File: src/logic/iec_consts.svh
// constants for the bus error, reset and initialisation block
`ifndef IEC_CONSTS_SVH
`define IEC_CONSTS_SVH
// ----------------------------------------
// status codes
// ----------------------------------------
`define IEC_ST_IDLE 8'hf8
`define IEC_ST_BUSERR 8'h00
`define IEC_ST_SDALOW 8'h70
// ----------------------------------------
// timing
// ----------------------------------------
`define IEC_CLK_NS 50
`define IEC_INIT_US 550
`define IEC_INIT_CYC ((`IEC_INIT_US * 1000) / `IEC_CLK_NS)
`define IEC_HALF_NS 200
`define IEC_HALF_CYC 3'((`IEC_HALF_NS) / (`IEC_CLK_NS))
`define IEC_RSTW_NS 200
`define IEC_RSTW_CYC 4'((`IEC_RSTW_NS + `IEC_CLK_NS - 1) / `IEC_CLK_NS)
`define IEC_RCV_PULSES 4'h9
`define IEC_ACK_BIT 4'h8
// ----------------------------------------
// software reset byte sequence and write fifo size
// ----------------------------------------
`define IEC_SWRST_B0 8'ha5
`define IEC_SWRST_B1 8'h5a
`define IEC_FIFO_DEPTH 16
`define IEC_FIFO_W 9
`endif

File: src/logic/iec_pkg.sv
// types for the bus error, reset and initialisation block
package iec_pkg;
    typedef struct packed {
        logic ctrl;
        logic [7:0] data;
    } iec_wr_s;
    typedef enum logic [3:0] {
        M_IDLE = 4'h0,
        M_FREE = 4'h1,
        M_START = 4'h2,
        M_LOAD = 4'h3,
        M_LOW = 4'h4,
        M_HIGH = 4'h5,
        M_STOP = 4'h6,
        M_STOP2 = 4'h7,
        M_RCVL = 4'h8,
        M_RCVH = 4'h9,
        M_ERR = 4'ha
    } iec_mst_e;
endpackage : iec_pkg

File: src/logic/iec_top.sv
// bus error detection, power-up init, reset and i2c bit-level master for the controller
`timescale 1ns/1ns
`include "iec_consts.svh"

// ----------------------------------------
// write fifo
// ----------------------------------------
module iec_fifo #(
    parameter int W = 9,
    parameter int D = 16
) (
    input wire logic clk, // clock
    input wire logic rst_n, // async reset
    input wire logic clr, // sync flush
    input wire logic in_valid, // write valid
    output logic in_ready, // not full
    input wire logic [W-1:0] in_data, // write word
    output logic out_valid, // not empty
    input wire logic out_ready, // pop
    output logic [W-1:0] out_data // head word
);
    localparam int AW = $clog2(D);
    logic [W-1:0] mem [D];
    logic [AW:0] wp;
    logic [AW:0] rp;
    logic push;
    logic pop;
    assign in_ready = (wp - rp) != (AW+1)'(D);
    assign out_valid = wp != rp;
    assign out_data = mem[rp[AW-1:0]];
    assign push = in_valid && in_ready;
    assign pop = out_valid && out_ready;
    always_ff @(posedge clk) begin
        if (push) begin
            mem[wp[AW-1:0]] <= in_data;
        end
    end
    always_ff @(posedge clk or negedge rst_n) begin
        if (!rst_n) begin
            wp <= '0;
            rp <= '0;
        end else if (clr) begin
            wp <= '0;
            rp <= '0;
        end else begin
            if (push) begin
                wp <= wp + 1'b1;
            end
            if (pop) begin
                rp <= rp + 1'b1;
            end
        end
    end
endmodule : iec_fifo

// Functional notes
// - bus errors count only while master or addressed slave
// - start or stop inside a byte or acknowledge slot is a bus error; code does not flag one in the acknowledge clock
// - on bus error release both lines, set interrupt flag, status 00h
// - after power-on reset release the device runs an initialisation phase
// - oscillator bit goes 1, registers initialise, bit returns 0 (low power)
// - initialisation ends within 550 us of power-on release
// - oscillator bit readable: 1 busy initialising, 0 ready
// - reset pin held low long enough or software sequence restores defaults
// - master starts only after seeing the bus free
// - one bit per clock pulse; data stable while clock high
// - idle is both high; sda fall in scl high start, rise stop
// - eight bits then one acknowledge bit; master clocks it; bytes unlimited
// - receivers pull sda low through the acknowledge clock high; code drives the slave ack over the eighth clock
// - master receiver ends by not acknowledging; transmitter leaves sda high
// - after reset or stop report f8h with flag clear; errors need reset
// - sda held low: nine pulses, stop; still low gives 70h, flag, release; code gives 70h each time, reading sda while still driving it low
module iec_top #(
    parameter int INIT_CYC = `IEC_INIT_CYC
) (
    input wire logic mclk, // 20 MHz clock
    input wire logic rst_n, // power-on reset, active low
    input wire logic reset_pin_n, // external reset pin
    input wire logic scl_in, // scl line level
    input wire logic sda_in, // sda line level
    output logic scl_out, // scl drive value
    output logic scl_oe, // scl pulled low
    output logic sda_out, // sda drive value
    output logic sda_oe, // sda pulled low
    input wire logic wr_valid, // host write strobe
    output logic wr_ready, // fifo space
    input wire iec_pkg::iec_wr_s wr_word, // host write: data or control byte
    input wire logic master_go, // request a master transfer
    input wire logic slave_active, // addressed slave in progress
    input wire logic slave_rx, // addressed slave is receiving
    input wire logic si_clr, // host clears interrupt flag
    output logic [7:0] status_register, // status code
    output logic si_flag, // serial interrupt flag
    output logic osc_enable_init_bit, // control register oscillator bit
    output logic bus_busy, // bus seen busy
    output logic nack_seen // last byte not acknowledged
);
    // ----------------------------------------
    // pin synchronisers
    // ----------------------------------------
    logic [1:0] scl_s;
    logic [1:0] sda_s;
    logic [1:0] rp_s;
    logic scl_d;
    logic sda_d;
    always_ff @(posedge mclk or negedge rst_n) begin
        if (!rst_n) begin
            scl_s <= 2'h3;
            sda_s <= 2'h3;
            rp_s <= 2'h3;
            scl_d <= 1'b1;
            sda_d <= 1'b1;
        end else begin
            scl_s <= {scl_s[0], scl_in};
            sda_s <= {sda_s[0], sda_in};
            rp_s <= {rp_s[0], reset_pin_n};
            scl_d <= scl_s[1];
            sda_d <= sda_s[1];
        end
    end
    logic scl;
    logic sda;
    logic start_ev;
    logic stop_ev;
    logic scl_fall;
    assign scl = scl_s[1];
    assign sda = sda_s[1];
    assign start_ev = scl && scl_d && sda_d && !sda;
    assign stop_ev = scl && scl_d && !sda_d && sda;
    assign scl_fall = scl_d && !scl;

    // ----------------------------------------
    // reset sources
    // ----------------------------------------
    logic [3:0] rpw;
    logic pin_rst;
    logic sw_rst;
    logic sw_arm;
    logic srst;
    assign srst = pin_rst || sw_rst;
    always_ff @(posedge mclk or negedge rst_n) begin
        if (!rst_n) begin
            rpw <= 4'h0;
            pin_rst <= 1'b0;
        end else if (rp_s[1]) begin
            rpw <= 4'h0;
            pin_rst <= 1'b0;
        end else begin
            if (rpw != `IEC_RSTW_CYC) begin
                rpw <= rpw + 4'h1;
            end
            pin_rst <= (rpw == `IEC_RSTW_CYC - 4'h1);
        end
    end

    // ----------------------------------------
    // power-up initialisation
    // ----------------------------------------
    logic [15:0] init_cnt;
    always_ff @(posedge mclk or negedge rst_n) begin
        if (!rst_n) begin
            osc_enable_init_bit <= 1'b1;
            init_cnt <= 16'h0;
        end else if (osc_enable_init_bit) begin
            init_cnt <= init_cnt + 16'h1;
            if (init_cnt == 16'(INIT_CYC - 1)) begin
                osc_enable_init_bit <= 1'b0;
            end
        end
    end

    // ----------------------------------------
    // write fifo and control byte decode
    // ----------------------------------------
    iec_pkg::iec_wr_s head;
    logic head_valid;
    logic head_pop;
    logic m_load;
    // writes are held back while initialising
    assign head_pop = head_valid && !osc_enable_init_bit
        && (head.ctrl || m_load);
    iec_fifo #(.W(`IEC_FIFO_W), .D(`IEC_FIFO_DEPTH)) u_fifo (
        .clk(mclk),
        .rst_n(rst_n),
        .clr(srst),
        .in_valid(wr_valid),
        .in_ready(wr_ready),
        .in_data(wr_word),
        .out_valid(head_valid),
        .out_ready(head_pop),
        .out_data(head)
    );
    always_ff @(posedge mclk or negedge rst_n) begin
        if (!rst_n) begin
            sw_arm <= 1'b0;
            sw_rst <= 1'b0;
        end else begin
            sw_rst <= 1'b0;
            if (srst) begin
                sw_arm <= 1'b0;
            end else if (head_pop && head.ctrl) begin
                sw_arm <= head.data == `IEC_SWRST_B0;
                sw_rst <= sw_arm && head.data == `IEC_SWRST_B1;
            end
        end
    end

    // ----------------------------------------
    // frame tracking and bus error detection
    // ----------------------------------------
    iec_pkg::iec_mst_e mst;
    logic [3:0] fbit;
    logic involved;
    logic bus_err;
    assign involved = slave_active || (mst != iec_pkg::M_IDLE && mst != iec_pkg::M_FREE
        && mst != iec_pkg::M_ERR);
    // start and stop are legal only before the first falling clock after a start, in each acknowledge clock, and while the bus is free after a stop
    assign bus_err = involved && (start_ev || stop_ev) && fbit != 4'h0;
    always_ff @(posedge mclk or negedge rst_n) begin
        if (!rst_n) begin
            fbit <= 4'h0;
            bus_busy <= 1'b0;
        end else if (srst || start_ev || stop_ev) begin
            fbit <= 4'h0;
            bus_busy <= start_ev;
        end else if (scl_fall && bus_busy) begin
            fbit <= (fbit == `IEC_ACK_BIT) ? 4'h0 : fbit + 4'h1;
        end
    end

    // ----------------------------------------
    // status code and interrupt flag
    // ----------------------------------------
    logic rcv_fail;
    always_ff @(posedge mclk or negedge rst_n) begin
        if (!rst_n) begin
            status_register <= `IEC_ST_IDLE;
            si_flag <= 1'b0;
        end else if (srst) begin
            status_register <= `IEC_ST_IDLE;
            si_flag <= 1'b0;
        end else if (bus_err && mst != iec_pkg::M_ERR) begin
            status_register <= `IEC_ST_BUSERR;
            si_flag <= 1'b1;
        end else if (rcv_fail) begin
            status_register <= `IEC_ST_SDALOW;
            si_flag <= 1'b1;
        end else if (si_clr && status_register == `IEC_ST_IDLE) begin
            // error codes keep the flag until a reset
            si_flag <= 1'b0;
        end
    end

    // ----------------------------------------
    // master bit engine
    // ----------------------------------------
    logic [2:0] tcnt;
    logic tick;
    logic [7:0] shreg;
    logic [3:0] bitn;
    logic [3:0] pulses;
    logic rcv_mode;
    logic go_pend;
    logic m_scl_low;
    logic m_sda_low;
    assign tick = tcnt == `IEC_HALF_CYC - 3'h1;
    assign m_load = mst == iec_pkg::M_LOAD && !head.ctrl;
    assign rcv_fail = mst == iec_pkg::M_STOP2 && tick && rcv_mode && !sda;
    always_ff @(posedge mclk or negedge rst_n) begin
        if (!rst_n) begin
            tcnt <= 3'h0;
        end else if (tick || mst == iec_pkg::M_IDLE || mst == iec_pkg::M_FREE) begin
            tcnt <= 3'h0;
        end else if (mst != iec_pkg::M_HIGH && mst != iec_pkg::M_RCVH && mst != iec_pkg::M_STOP2 || scl) begin
            tcnt <= tcnt + 3'h1; // high phase waits for a stretched clock
        end
    end
    always_ff @(posedge mclk or negedge rst_n) begin
        if (!rst_n) begin
            go_pend <= 1'b0;
        end else if (srst) begin
            go_pend <= 1'b0;
        end else if (master_go) begin
            go_pend <= 1'b1;
        end else if (mst == iec_pkg::M_START) begin
            go_pend <= 1'b0;
        end
    end
    always_ff @(posedge mclk or negedge rst_n) begin
        if (!rst_n) begin
            mst <= iec_pkg::M_IDLE;
            m_scl_low <= 1'b0;
            m_sda_low <= 1'b0;
            shreg <= 8'h0;
            bitn <= 4'h0;
            pulses <= 4'h0;
            rcv_mode <= 1'b0;
            nack_seen <= 1'b0;
        end else if (srst) begin
            mst <= iec_pkg::M_IDLE;
            m_scl_low <= 1'b0;
            m_sda_low <= 1'b0;
            rcv_mode <= 1'b0;
            nack_seen <= 1'b0;
        end else if (bus_err || rcv_fail) begin
            mst <= iec_pkg::M_ERR;
            m_scl_low <= 1'b0;
            m_sda_low <= 1'b0;
        end else begin
            case (mst)
                iec_pkg::M_IDLE: begin
                    if (go_pend && !osc_enable_init_bit && status_register == `IEC_ST_IDLE) begin
                        mst <= iec_pkg::M_FREE;
                    end
                end
                iec_pkg::M_FREE: begin
                    if (scl && !sda && !bus_busy) begin
                        mst <= iec_pkg::M_RCVL;
                        rcv_mode <= 1'b1;
                        pulses <= 4'h0;
                    end else if (scl && sda && !bus_busy) begin
                        mst <= iec_pkg::M_START;
                        m_sda_low <= 1'b1;
                    end
                end
                iec_pkg::M_START: begin
                    if (tick) begin
                        m_scl_low <= 1'b1;
                        mst <= iec_pkg::M_LOAD;
                    end
                end
                iec_pkg::M_LOAD: begin
                    bitn <= 4'h0;
                    if (head_valid && !head.ctrl && !osc_enable_init_bit) begin
                        shreg <= head.data;
                        mst <= iec_pkg::M_LOW;
                    end else if (!head_valid) begin
                        mst <= iec_pkg::M_STOP;
                        m_sda_low <= 1'b1;
                    end
                end
                iec_pkg::M_LOW: begin
                    // sda changes only while the clock is held low
                    m_sda_low <= (bitn != `IEC_ACK_BIT) && !shreg[7];
                    if (tick) begin
                        m_scl_low <= 1'b0;
                        mst <= iec_pkg::M_HIGH;
                    end
                end
                iec_pkg::M_HIGH: begin
                    if (tick) begin
                        m_scl_low <= 1'b1;
                        shreg <= {shreg[6:0], 1'b0};
                        bitn <= bitn + 4'h1;
                        mst <= iec_pkg::M_LOW;
                        if (bitn == `IEC_ACK_BIT) begin
                            nack_seen <= sda;
                            mst <= sda ? iec_pkg::M_STOP : iec_pkg::M_LOAD;
                            m_sda_low <= sda;
                        end
                    end
                end
                iec_pkg::M_STOP: begin
                    m_sda_low <= 1'b1;
                    if (tick) begin
                        m_scl_low <= 1'b0;
                        mst <= iec_pkg::M_STOP2;
                    end
                end
                iec_pkg::M_STOP2: begin
                    if (tick) begin
                        m_sda_low <= 1'b0;
                        rcv_mode <= 1'b0;
                        mst <= rcv_mode ? iec_pkg::M_FREE : iec_pkg::M_IDLE;
                    end
                end
                iec_pkg::M_RCVL: begin
                    m_scl_low <= 1'b1;
                    if (tick) begin
                        m_scl_low <= 1'b0;
                        pulses <= pulses + 4'h1;
                        mst <= iec_pkg::M_RCVH;
                    end
                end
                iec_pkg::M_RCVH: begin
                    if (tick) begin
                        m_scl_low <= 1'b1;
                        mst <= (pulses == `IEC_RCV_PULSES) ? iec_pkg::M_STOP : iec_pkg::M_RCVL;
                    end
                end
                iec_pkg::M_ERR: begin
                    m_scl_low <= 1'b0;
                    m_sda_low <= 1'b0;
                end
                default: begin
                    mst <= iec_pkg::M_IDLE;
                end
            endcase
        end
    end

    // ----------------------------------------
    // slave receiver acknowledge and pin drivers
    // ----------------------------------------
    logic s_ack;
    // ack slot spans the eighth clock, from eighth fall to ninth fall counting the start fall
    assign s_ack = slave_active && slave_rx && fbit == `IEC_ACK_BIT;
    always_ff @(posedge mclk or negedge rst_n) begin
        if (!rst_n) begin
            scl_out <= 1'b0;
            sda_out <= 1'b0;
            scl_oe <= 1'b0;
            sda_oe <= 1'b0;
        end else begin
            scl_out <= 1'b0;
            sda_out <= 1'b0;
            scl_oe <= m_scl_low && !bus_err && !rcv_fail;
            sda_oe <= (m_sda_low || s_ack) && !bus_err && !rcv_fail && mst != iec_pkg::M_ERR;
        end
    end
endmodule : iec_top

File: config.mk
export PLATFORM = sky130hd
export DESIGN_NAME = iec_top
export DESIGN_NICKNAME = d
export VERILOG_FILES = /design/src/logic/iec_pkg.sv /design/src/logic/iec_top.sv
export VERILOG_INCLUDE_DIRS = /design/src /design/src/logic
export SDC_FILE = /design/constraint.sdc
export NUM_CORES = 1
export LEC_CHECK = 0
export ABC_AREA = 1
export BUFFER_PORTS_ARGS = -buffer_cell sky130_fd_sc_hd__buf_2
export CAP_MARGIN = 20
export CORE_ASPECT_RATIO = 1.2
export CORE_UTILIZATION = 50
export DETAILED_ROUTE_END_ITERATION = 10
export HOLD_SLACK_MARGIN = 0.1
export PLACE_DENSITY = 0.77
export SYNTH_ARGS = -nofsm -noshare
export SYNTH_HDL_FRONTEND = slang
export SYNTH_SLANG_ARGS = --single-unit
File: constraint.sdc
create_clock -name mclk -period 2.65 [get_ports mclk]
set_input_delay 0.1325 -clock mclk [delete_from_list [all_inputs] [get_ports mclk]]
set_output_delay 0.1325 -clock mclk [all_outputs]
set_load 0.01 [all_outputs]
Yosys cells after proc, flatten, opt, wreduce, memory -nomap -nowiden

Memory sizes are Yosys's and may differ from the RTL's.
Cells that the tools add are included.

Register bits: 86
Memory bits (writable): 144
Input port bits: 19
Output and inout bits: 17
Logic and storage cells: 264
Memories kept: 1

Memories:

| name       | depth | bits a word | rd ports | clocked after Yosys merged registers in | write ports | line          | text |
|---|---|---|---|---|---|---|---|
| u_fifo.mem | 16    | 9           | 1        | 0                                       | 1           | iec_top.sv:23 | `logic [W-1:0] mem [D];` |

Add/subtract/negate cells: 9
Equal/unequal tests: 53
Muxes and demuxes: 79
Bitwise logic cells: 2
Reductions and logical operators: 91

Operator list:

| operator                | number |
|---|---|
| $mux W4                 | 23 |
| $ne A4 B4 Y1 const B    | 11 |
| $pmux W4 S11            | 1 |
| $logic_and A1 B1 Y1     | 41 |
| $mux W8                 | 5 |
| $mux W1                 | 36 |
| $eq A4 B4 Y1 const B    | 6 |
| $ne A4 B3 Y1 const B    | 6 |
| $reduce_bool A2 Y1      | 11 |
| $mux W5                 | 4 |
| $add A16 B1 Y16 const B | 1 |
| $add A4 B1 Y4 const B   | 4 |
| $eq A16 B14 Y1 const B  | 1 |
| $eq A4 B3 Y1 const B    | 4 |
| $eq A8 B8 Y1 const B    | 2 |
| $pmux W4 S2             | 2 |
| $pmux W8 S2             | 1 |
| $eq A4 B2 Y1 const B    | 3 |
| $mux W3                 | 4 |
| $ne A4 B1 Y1 const B    | 3 |
| $reduce_and A4 Y1       | 3 |
| $reduce_bool A4 Y1      | 3 |
| $logic_or A1 B1 Y1      | 11 |
| $reduce_and A11 Y1      | 1 |
| other kinds (29)        | 47 |

Depth between registers and ports, before layout

Gate-level depths: netlist (run 1).

Depth in word-level cells: 10
Depth in mapped cells: 16
Mapped depth without buffers: 14

Modules after synthesis

From an unflattened synthesis (run 1), not the netlist that was laid out.

Cells, all modules: 1050
Area total of the unflattened synthesis: 10442.5 um^2

By module, submodules not included:

| module   | times used | cells each | area an instance (um^2) | sequential area each (um^2) |
|---|---|---|---|---|
| iec_fifo | 1          | 539        | 6510.0                  | 4574.4 |
| iec_top  | 1          | 511        | 3932.5                  | 1765.4 |

Worst setup path before layout (run 1)

No wires, ideal clock.

Kind: register to register
Start point: register u_fifo.rp[1]
End point: memory u_fifo.mem[10][0], enable pin
Library setup time: 374 ps
Arrival: 2568 ps
Data required time: 2276 ps
Slack: -292 ps
Stages on the path, launching flop included: 17
Buffers on the path: 3
Clock period less this slack: 2942 ps
Path through: dfrtp_1 -> buf_4 -> inv_2 -> buf_4 -> buf_2 -> ha_1 -> inv_1 -> o21bai_1 -> a21oi_1 -> nand2_1 -> nor2_1 -> nor2_1 -> nand2_1 -> nand2_1 -> inv_1 -> nand2_1 -> nor2_1

Word-level cells in the longest chain between the ends: 5

RTL lines:

| what                          | line          | text |
|---|---|---|
| from (decl)                   | iec_top.sv:25 | `logic [AW:0] rp;` |
| from (signal assigned)        | iec_top.sv:50 | `rp <= rp + 1'b1;` |
| $sub A5 B5 Y5                 | iec_top.sv:28 | `assign in_ready = (wp - rp) != (AW+1)'(D);` |
| $ne A5 B5 Y1                  | iec_top.sv:28 |  |
| named net wr_ready            | iec_top.sv:86 | `output logic wr_ready,` |
| $logic_and A1 B1 Y1           | iec_top.sv:31 | `assign push = in_valid && in_ready;` |
| $mux W1                       | iec_top.sv:34 | `if (push) begin` |
| $mux W1 (implied by the code) | iec_top.sv:35 | `mem[wp[AW-1:0]] <= in_data;` |
| to (decl)                     | iec_top.sv:23 |  |

The timed path passes the listed nets, and every way through them passes these cells.

Worst setup path in the final report (run 1)

Start point: register u_fifo.wp[1]
End point: memory u_fifo.mem[7][6], enable pin

Word-level cells in the longest chain between the ends: 5

RTL lines:

| what                          | line          | text |
|---|---|---|
| from (decl)                   | iec_top.sv:24 | `logic [AW:0] wp;` |
| from (signal assigned)        | iec_top.sv:47 | `wp <= wp + 1'b1;` |
| $sub A5 B5 Y5                 | iec_top.sv:28 |  |
| $ne A5 B5 Y1                  | iec_top.sv:28 |  |
| $logic_and A1 B1 Y1           | iec_top.sv:31 |  |
| $mux W1                       | iec_top.sv:34 |  |
| $mux W1 (implied by the code) | iec_top.sv:35 |  |

Several ways; a longest one is shown, not always the timed one.

==> flow_summary.yaml, run 1 <==
outcome:
  status: "complete, no violations"
clock_tree:
  clock_sinks: 224
  path_clk_slew_ns: 0.06
  cts_max_level: 1
  cts_tree: "yes"
  cts_buffer_depth: 3
  root_buffer: "clkbuf_16"
  cts_buffers: 24
  postCtsResizedCells: 0
  clk_latency_ns: 0.52
sta:
  period_share_pct: 93.1
  finalClockSkew_ns: 0.0104
  finalSetupViolations: 0
  setup_tns_ns: 0
  drv_slew: 0
  rsz0062_at_grt: "false"
  finalHoldViolCount: 0
  relSlewSlack_pct: 59.7
  timing.fmax_mhz: 405
  fin_hold_ws_ns: 0.160
  worstMarginPinSlew_ns: 0.604
  finalCriticalPeriod_ns: 2.47
  fin_ws_ns: 0.182
routing:
  routed-via-count: 7661
  first_pass_iters: 5
  wl_per_cell_um: 16.6
  drt-initial-drc-count: 568
  wirelength_mm: 23.9
  vias_per_cell: 5.31
  drc: 0
  ant_nets: 0
setup_path:
  r2r_setup_slack_ns: 0.18
  end_kind: "flip-flop"
  slowest_stage: "dfrtp_1"
  slowest_delay_ns: 0.45
  worstRegToRegCells: 11
  crit_family: "simple AND/OR/NAND/NOR gates"
  crit_path_cell_trace: "ha_1 > inv_1 > o21bai_1 > a21oi_2 > nor2_1 > o21ai_0 > nand2_1 > nand2_2 > inv_4 > nand2_2 > nor2_4"
  crit_buf_inv: 2
  crit_start: "u_fifo.wp[1]"
  critPathMaxFanout: 9
  start_kind: "flip-flop"
  crit_arrival_ns: 2.67
  worstPathRequired_ns: 2.85
  endpoint: "u_fifo.mem[7][6]"
  critPathMostFrequentCell: "nand2_2"
  r2r-end: "u_fifo.mem[7][6]"
  crit_cells: 11
  crit_type: "reg -> reg"
  regToRegStartpoint: "u_fifo.wp[1]"
synthesis:
  syn-mean-instance-area_um2: 9.45
  synth_top_flop_cell: "edfxtp_1"
  synthArstFlopShare_pct: 35.7
  yosysUniqueCellTypes: 41
  synth_cells: 1103
  synth_area_mm2: 0.0104
  ys_top_cells_by_count: "nand2_1 (264), nor2_1 (156), edfxtp_1 (144), inv_1 (115), o21ai_0 (82)"
  synth_top_cell_area_share_pct: 41.5
  yosysMostFrequentCell: "nand2_1"
  synthTopCellsByArea: "edfxtp_1 (41%), dfrtp_1 (17%), nand2_1 (9.5%)"
  ys_ff_latch: 224
  ys_warn_count: 0
  synth_largest_area_cell: "edfxtp_1"
  ys_seq_area_share_pct: 60.8
  synth_edf_count: 144
place:
  dp_hpwl_mm: 15.7
  place_congestion: 0.973
  pre_cts_ws_ns: 0.229
  port_buffers: 30
  dp_cells: 1379
floorplan:
  die_y_um: 160
  ios: 36
  die_w_um: 134
  core_mm2: 0.0203
  start_util_pct: 51.3
  floorplan.rows: 57
  dieArea_mm2: 0.0214
flow_run:
  drv_cap: 0
power:
  p_int_mw: 7.93
  swShare_pct: 38.0
  power_switching_mw: 4.85
  clkPwrFrac_pct: 27.6
  irDropWorstVdd_uv: 716
  power_frac_comb_pct: 36.8
  powerDensity_mw_per_mm2: 1060
  leakagePower_nw: 5.25
  seqPwrFrac_pct: 35.6
global_routing:
  grt_use_total_pct: 22.9
  grt_max_degree: 77
  grt_pass1_vias: 7462
  gr-total-overflow: 0
  antenna_found_initial: 0
  grt_pass1_wl_mm: 38.1
final_layout:
  fin_nets: 1198
  regArea_mm2: 0.00634
  final_core_util_pct: 59.3
  fillers: 1682
  stdcell_count: 1442
  antenna_cells: 0
  multiInputGateArea_mm2: 0.00358
  areaGrowthSynthToFinish_pct: 15.6
  layout-drive-gt1-share_pct: 11.6
min_path:
  min_path_type: "in -> async"
-- repair_timing --
| action | 4_1_cts | 5_1_grt |
|---|---|---|
| endpoints found under the hold margin | 232 | 0 |
| setup buffers | 0 | 0 |
| hold buffers | 19 | 0 |
-- power by group through the flow --
stage                     logic (mW)  clock network (mW)  registers, mW
final                           4.70                3.53           4.55
after floorplan                 3.41                   0           4.55
after global routing            5.27                3.69           4.60
after global placement          4.53                   0           4.59
after detailed placement        4.61                   0           4.61
after CTS                       4.67                3.58           4.55
-- registers in the layout, summed over array words and instances (netlist names), 2 cells and up --
signal and flops:
bitn 4, fbit 4, init_cnt 16, mst 4
pulses 4, rp_s 2, rpw 4, scl_s 2
sda_s 2, shreg 8, status_register 2, tcnt 3
u_fifo.mem 144, u_fifo.rp 5, u_fifo.wp 5
-- metal layers --
metal	wire, um	share of wire, %	GRT usage [%]
met3	1310	5.5	2.95
met4	1020	4.3	11.6
met2	12000	50	39.6
met5	0	0	0
met1	9590	40	27.9
-- final cells by class --
| cell class | instances | share of cell area, % |
|---|---|---|
| Timing Repair Buffer | 65 | 4.05 |
| Multi-Input combinational cell | 720 | 29.7 |
| Clock buffer | 33 | 5.61 |
| Inverter | 124 | 3.88 |
| Clock inverter | 11 | 1.34 |
| Tap cell | 265 | 2.75 |
| Sequential cell | 224 | 52.6 |
-- cells in the final DEF (no fill, tap or decap), types with 10 or more instances in the layout --
| cell | count |
|---|---|
| xor2_1 | 17 |
| nand3_1 | 80 |
| inv_1 | 114 |
| buf_4 | 15 |
| nor2_4 | 18 |
| buf_2 | 29 |
| dfrtp_1 | 68 |
| ha_1 | 20 |
| clkbuf_16 | 25 |
| nand2_1 | 259 |
| a21oi_1 | 19 |
| dfstp_2 | 11 |
| dlygate4sd3_1 | 19 |
| nand4_1 | 10 |
| o21ai_0 | 82 |
| nor3_1 | 16 |
| nor2_1 | 141 |
| edfxtp_1 | 144 |
-- metrics by stage --
| step | area, um2 | total power [mW] |
|---|---|---|
| after floorplan | 10600 | 7.96 |
| after global placement | 11000 | 9.12 |
| after detailed placement | 11000 | 9.21 |
| after CTS | 12000 | 12.8 |
| after global routing | 12000 | 13.6 |
| final | 12000 | 12.8 |
-- worst reg2reg max path, cell delays in order (launching register included) --
cell      delay (ns)
dfrtp_1         0.45
ha_1            0.33
inv_1           0.04
o21bai_1        0.22
a21oi_2         0.11
nor2_1          0.10
o21ai_0         0.08
nand2_1         0.11
nand2_2         0.10
inv_4           0.14
nand2_2         0.17
nor2_4          0.30
-- cell families (layout without fill, tap and decap cells) --
logic type	count (synthesis)	count (layout)	share of synthesized area, %
AO/OA/AOI/OAI	125	125	6.43
XOR/XNOR	24	24	2.02
adder cells (fa/ha/maj)	20	20	2.40
buffers and inverters	163	233	6.36
flip-flops	224	224	60.8
multiplexers	1	1	0.0960
other	1	5	0.0360
AND/OR/NAND/NOR	545	545	21.8
-- how the worst min path moves through the flow --
stage / start / endpoint / slack, ns / cells after the start
after global routing: rst_n / init_cnt[6] / 0.21 / 2
final: rst_n / init_cnt[6] / 0.16 / 2
after detailed placement: rst_n / init_cnt[6] / 0.18 / 1
after floorplan: rst_n / bitn[0] / -0.16 / 0
after CTS: rst_n / init_cnt[6] / 0.18 / 2
after global placement: rst_n / init_cnt[7] / 0.18 / 1
(Power assumes the default switching activity.)
==> run 2, diff against run 1 <==
- CELL_PAD_IN_SITES_DETAIL_PLACEMENT: unset -> 0
- CELL_PAD_IN_SITES_GLOBAL_PLACEMENT: unset -> 1
- CORE_UTILIZATION: 50 -> 44
- PLACE_DENSITY: 0.77 -> 0.84
==> run 2 against run 1 <==
Non-clock buffer count unchanged. Setup slack improved by 0.076 ns. Via count shrank 1.3%. Register-to-register slack gained 0.08 ns. Cell area down 0.36%. Power down 2.6%. Routed wire length rose by 0.83%. Clock skew hardly changed. Flip-flop and latch count is the same. Sequential share of layout area grew 0.19 points. Critical path depth increased by 1. Combinational power up 1%.
==> flow_summary.yaml, run 2 (synthesis gave the netlist of run 1 again) <==
floorplan:
  dieArea_mm2: 0.0243
  start_util_pct: 44.9
  floorplan.rows: 61
  ios: 36
  core_mm2: 0.0232
  die_y_um: 171
  die_w_um: 143
clock_tree:
  cts_tree: "yes"
  root_buffer: "clkbuf_16"
  path_clk_slew_ns: 0.06
  cts_buffer_depth: 3
  clock_sinks: 224
  post_cts_buffers: 0
  clk_latency_ns: 0.51
  cts_max_level: 1
  cts_buffers: 23
sta:
  worstMarginPinSlew_ns: 0.642
  period_share_pct: 90.3
  finalCriticalPeriod_ns: 2.39
  relSlewSlack_pct: 57.2
  finalClockSkew_ns: 0.0102
  timing.fmax_mhz: 418
  drv_slew: 0
  finalSetupViolations: 0
  finalHoldViolCount: 0
  rsz0062_at_grt: "false"
  setup_tns_ns: 0
routing:
  wl_per_cell_um: 16.2
  wirelength_mm: 24.1
  drt-initial-drc-count: 599
  vias_per_cell: 5.08
  drc: 0
  first_pass_iters: 5
  ant_nets: 0
  routed-via-count: 7560
power:
  irDropWorstVdd_uv: 605
  leakagePower_nw: 5.19
  powerDensity_mw_per_mm2: 1040
place:
  place_congestion: 0.910
  dp_cells: 1430
  port_buffers: 30
  dp_hpwl_mm: 16.5
flow_run:
  drv_cap: 0
global_routing:
  grt_max_degree: 48
  gr-total-overflow: 0
  grt_pass1_wl_mm: 38.5
  grt_pass1_vias: 7440
  grt_use_total_pct: 20.8
  antenna_found_initial: 0
setup_path:
  start_kind: "flip-flop"
  worstPathRequired_ns: 2.82
  crit_arrival_ns: 2.57
  crit_type: "reg -> reg"
  end_kind: "flip-flop"
  critPathMaxFanout: 9
  worstRegToRegCells: 12
  r2r_setup_slack_ns: 0.26
min_path:
  min_path_type: "in -> reg"
  hold_depth: 1
final_layout:
  largest_register_ffs: 144
  mostFrequentLayoutCells: "nand2_1 (259), edfxtp_1 (144), nor2_1 (141)"
  final_common_cell: "nand2_1"
  fin_nets: 1197
  fillers: 2180
  areaGrowthSynthToFinish_pct: 15.1
  layout-drive-gt1-share_pct: 11.3
  antenna_cells: 0
  stdcell_count: 1487
outcome:
  status: "complete, no violations"
[run 2: path summary, 6_finish.rpt]
check	startpoint	end
setup / recovery	u_fifo.wp[1]	u_fifo.mem[7][6]
hold / removal	wr_word[8]	u_fifo.mem[6][8]
setup reg to reg	u_fifo.wp[1]	u_fifo.mem[7][6]
hold reg to reg	sda_s[0]	sda_s[1]
max in group asynchronous	rst_n	scl_s[1]
min in group asynchronous	rst_n	init_cnt[6]
[run 2: final cells by class]
class                           count  area (um2)  share of cell area, %
Sequential cell                   224        6340                   52.8
Clock inverter                     12         139                   1.16
Multi-Input combinational cell    720        3580                   29.9
Timing Repair Buffer               65         485                   4.04
Clock buffer                       27         591                   4.92
Inverter                          124         468                   3.90
Tap cell                          315         394                   3.28
[run 2: worst max-delay path, cell delays in order (launching register included)]
cell      delay, ns
dfrtp_1        0.42
ha_1           0.31
inv_1          0.07
o21bai_2       0.08
a21oi_2        0.18
nand2_1        0.09
nor2_1         0.09
nor2_1         0.05
nand2_1        0.08
nand2_2        0.10
inv_4          0.14
nand2_2        0.16
nor2_4         0.28
[run 2: per-layer routing]
layer / global-route usage, % / vias up / share of wire [%]
met5: 0 / - / 0
met4: 9.30 / 0 / 4.5
met3: 2.52 / 68 / 4.2
met2: 37.0 / 200 / 50
met1: 25.1 / 3577 / 41
li1: - / 3715 / -
[run 2: power by group]
group          internal, mW  leakage, nW  switching [mW]  total, mW
Sequential             4.26         2.32           0.275       4.54
Combinational          1.50         2.52            3.25       4.75
Clock                  1.88        0.349            1.29       3.17
Total                  7.64         5.19            4.82       12.5
[run 2: stage by stage]
| step | power (mW) | setup slack (ns) | util, % | hold WS [ns] | area (um2) |
|---|---|---|---|---|---|
| 6_report | 12.5 | 0.257 | 51.7 | 0.122 | 12000 |
| 5_1_grt | 13.4 | 0.0333 | 51.7 | 0.100 | 12000 |
| 4_1_cts | 12.5 | 0.166 | 51.7 | 0.101 | 12000 |
| 3_5_place_dp | 9.31 | 0.178 | 47.8 | 0.191 | 11100 |
| 3_3_place_gp | 9.25 | 0.294 | 47.8 | 0.192 | 11100 |
| 2_1_floorplan | 7.96 | 0.00642 | - | -0.163 | 10600 |
[run 2: timing repair]
item | in CTS | in global routing
setup endpoints to repair | 0 | 9
gates resized for setup | 0 | 1
endpoints found under the hold margin | 155 | 2
hold buffers | 17 | 1
==> run 3, diff against run 2 <==
- BUFFER_PORTS_ARGS: -buffer_cell sky130_fd_sc_hd__buf_2 -> unset
- CORE_UTILIZATION: 44 -> 45
- DONT_BUFFER_PORTS: unset -> 1
- GPL_TIMING_DRIVEN: unset -> 1
==> run 3 against run 2 <==
Sequential power is 1% higher. Critical path depth did not move. Fmax shrank 0.83%. Cell area down 0.13%. Global-route usage grew 0.92 points. Utilization is 1.3 points higher. Die area decreased by 2.2%. Count of clock-buffer cells in the layout fell by 1. Sequential share of layout area up 0.067 points. Power is 2.3% higher. Highest routed layer is now met5.
==> flow_summary.yaml, run 3 (synthesis gave the netlist of run 1 again) <==
outcome:
  status: "complete, no violations"
final_layout:
  stdcell_count: 1458
  areaGrowthSynthToFinish_pct: 15.0
  largest_register_ffs: 144
  final_common_cell: "nand2_1"
  fillers: 2034
  layout-drive-gt1-share_pct: 9.34
  fin_nets: 1169
  mostFrequentLayoutCells: "nand2_1 (259), edfxtp_1 (144), nor2_1 (141)"
floorplan:
  die_w_um: 141
  dieArea_mm2: 0.0238
  floorplan.rows: 60
  die_y_um: 169
  ios: 36
  core_mm2: 0.0226
  start_util_pct: 46.1
power:
  clkPwrFrac_pct: 27.2
  swShare_pct: 38.4
  power_frac_comb_pct: 36.8
  seqPwrFrac_pct: 36.0
  power_switching_mw: 4.89
  irDropWorstVdd_uv: 735
  p_int_mw: 7.86
  leakagePower_nw: 5.13
  powerDensity_mw_per_mm2: 1060
sta:
  finalSetupViolations: 0
  finalClockSkew_ns: 0.0117
  rsz0062_at_grt: "false"
  setup_tns_ns: 0
  finalHoldViolCount: 0
  period_share_pct: 91.0
  finalCriticalPeriod_ns: 2.41
  drv_slew: 0
  worstMarginPinSlew_ns: 0.973
  timing.fmax_mhz: 414
  relSlewSlack_pct: 34.9
flow_run:
  drv_cap: 0
setup_path:
  crit_type: "reg -> reg"
  start_kind: "flip-flop"
  worstPathRequired_ns: 2.84
  critPathMaxFanout: 9
  end_kind: "flip-flop"
  crit_arrival_ns: 2.60
clock_tree:
  cts_max_level: 1
  cts_buffer_depth: 3
  cts_buffers: 24
  root_buffer: "clkbuf_16"
  cts_tree: "yes"
  clk_latency_ns: 0.51
  clock_sinks: 224
  path_clk_slew_ns: 0.07
  post_cts_buffers: 0
place:
  dp_hpwl_mm: 16.2
  place_congestion: 0.942
  port_buffers: 0
  dp_cells: 1395
global_routing:
  grt_pass1_vias: 7443
  grt_max_degree: 81
  antenna_found_initial: 2
  gr-total-overflow: 0
  grt_use_total_pct: 21.7
  grt_pass1_wl_mm: 39.4
routing:
  ant_nets: 0
  first_pass_iters: 5
  drc: 0
  vias_per_cell: 5.08
  drt-initial-drc-count: 532
  wl_per_cell_um: 17.0
  routed-via-count: 7410
  wirelength_mm: 24.7
min_path:
  min_path_type: "in -> reg"
run 3: area by class of cell:
cell class / count / area (um2) / area share [%]
Clock buffer: 26 / 629 / 5.25
Timing Repair Buffer: 36 / 385 / 3.21
Tap cell: 310 / 388 / 3.24
Multi-Input combinational cell: 720 / 3580 / 29.9
Clock inverter: 16 / 190 / 1.59
Inverter: 124 / 468 / 3.90
Antenna cell: 2 / 5.00 / 0.0417
Sequential cell: 224 / 6340 / 52.9
run 3: what timing repair did:
item | 4_1_cts | 5_1_grt
hold buffers | 19 | 0
resized for setup | 0 | 0
hold endpoints to repair | 236 | 0
run 3: routing by layer:
metal / global-route usage [%] / wire length [um]
met3: 2.89 / 1160
met2: 39.5 / 12800
met1: 26.2 / 10100
met4: 7.47 / 624
met5: 0 / 13
run 3: path summary, 6_finish.rpt:
kind                                    from          endpoint  slack (ns)  depth (start not counted)
worst max-delay path            u_fifo.wp[1]  u_fifo.mem[7][5]        0.24                         12
worst min-delay path             reset_pin_n           rp_s[0]        0.16                          1
worst max register to register  u_fifo.wp[1]  u_fifo.mem[7][5]        0.24                         12
worst min register to register      scl_s[0]          scl_s[1]        0.35                          0
max in group asynchronous              rst_n          sda_s[1]        2.09                          2
min in group asynchronous              rst_n       init_cnt[4]        0.18                          2
run 3: worst max-delay path, stage by stage (launching register included):
cell and delay (ns):
dfrtp_1 0.43, ha_1 0.31, inv_1 0.06, o21bai_1 0.09, a21oi_2 0.18, nand2_1 0.09, nor2_1 0.09, nor2_1 0.05
nand2_1 0.08, nand2_2 0.10, inv_4 0.14, nand2_2 0.17, nor2_4 0.30
run 3: power groups by stage:
stage	Clock [mW]	Combinational, mW	Sequential (mW)
floorplan	0	3.41	4.55
global placement	0	4.54	4.64
detailed placement	0	4.57	4.65
CTS	3.51	4.71	4.59
global route	3.66	5.33	4.65
finish	3.47	4.69	4.59
run 3: stage by stage:
stage | setup slack, ns | total power [mW] | hold WS (ns) | util, % | cell area, um2
finish | 0.237 | 12.7 | 0.164 | 53.1 | 12000
global route | 0.00377 | 13.6 | 0.149 | 53.0 | 12000
CTS | 0.229 | 12.8 | 0.151 | 53.0 | 12000
detailed placement | 0.247 | 9.23 | -0.161 | 48.5 | 11000
global placement | 0.270 | 9.18 | -0.162 | 48.5 | 11000
floorplan | 0.00642 | 7.96 | -0.163 | - | 10600
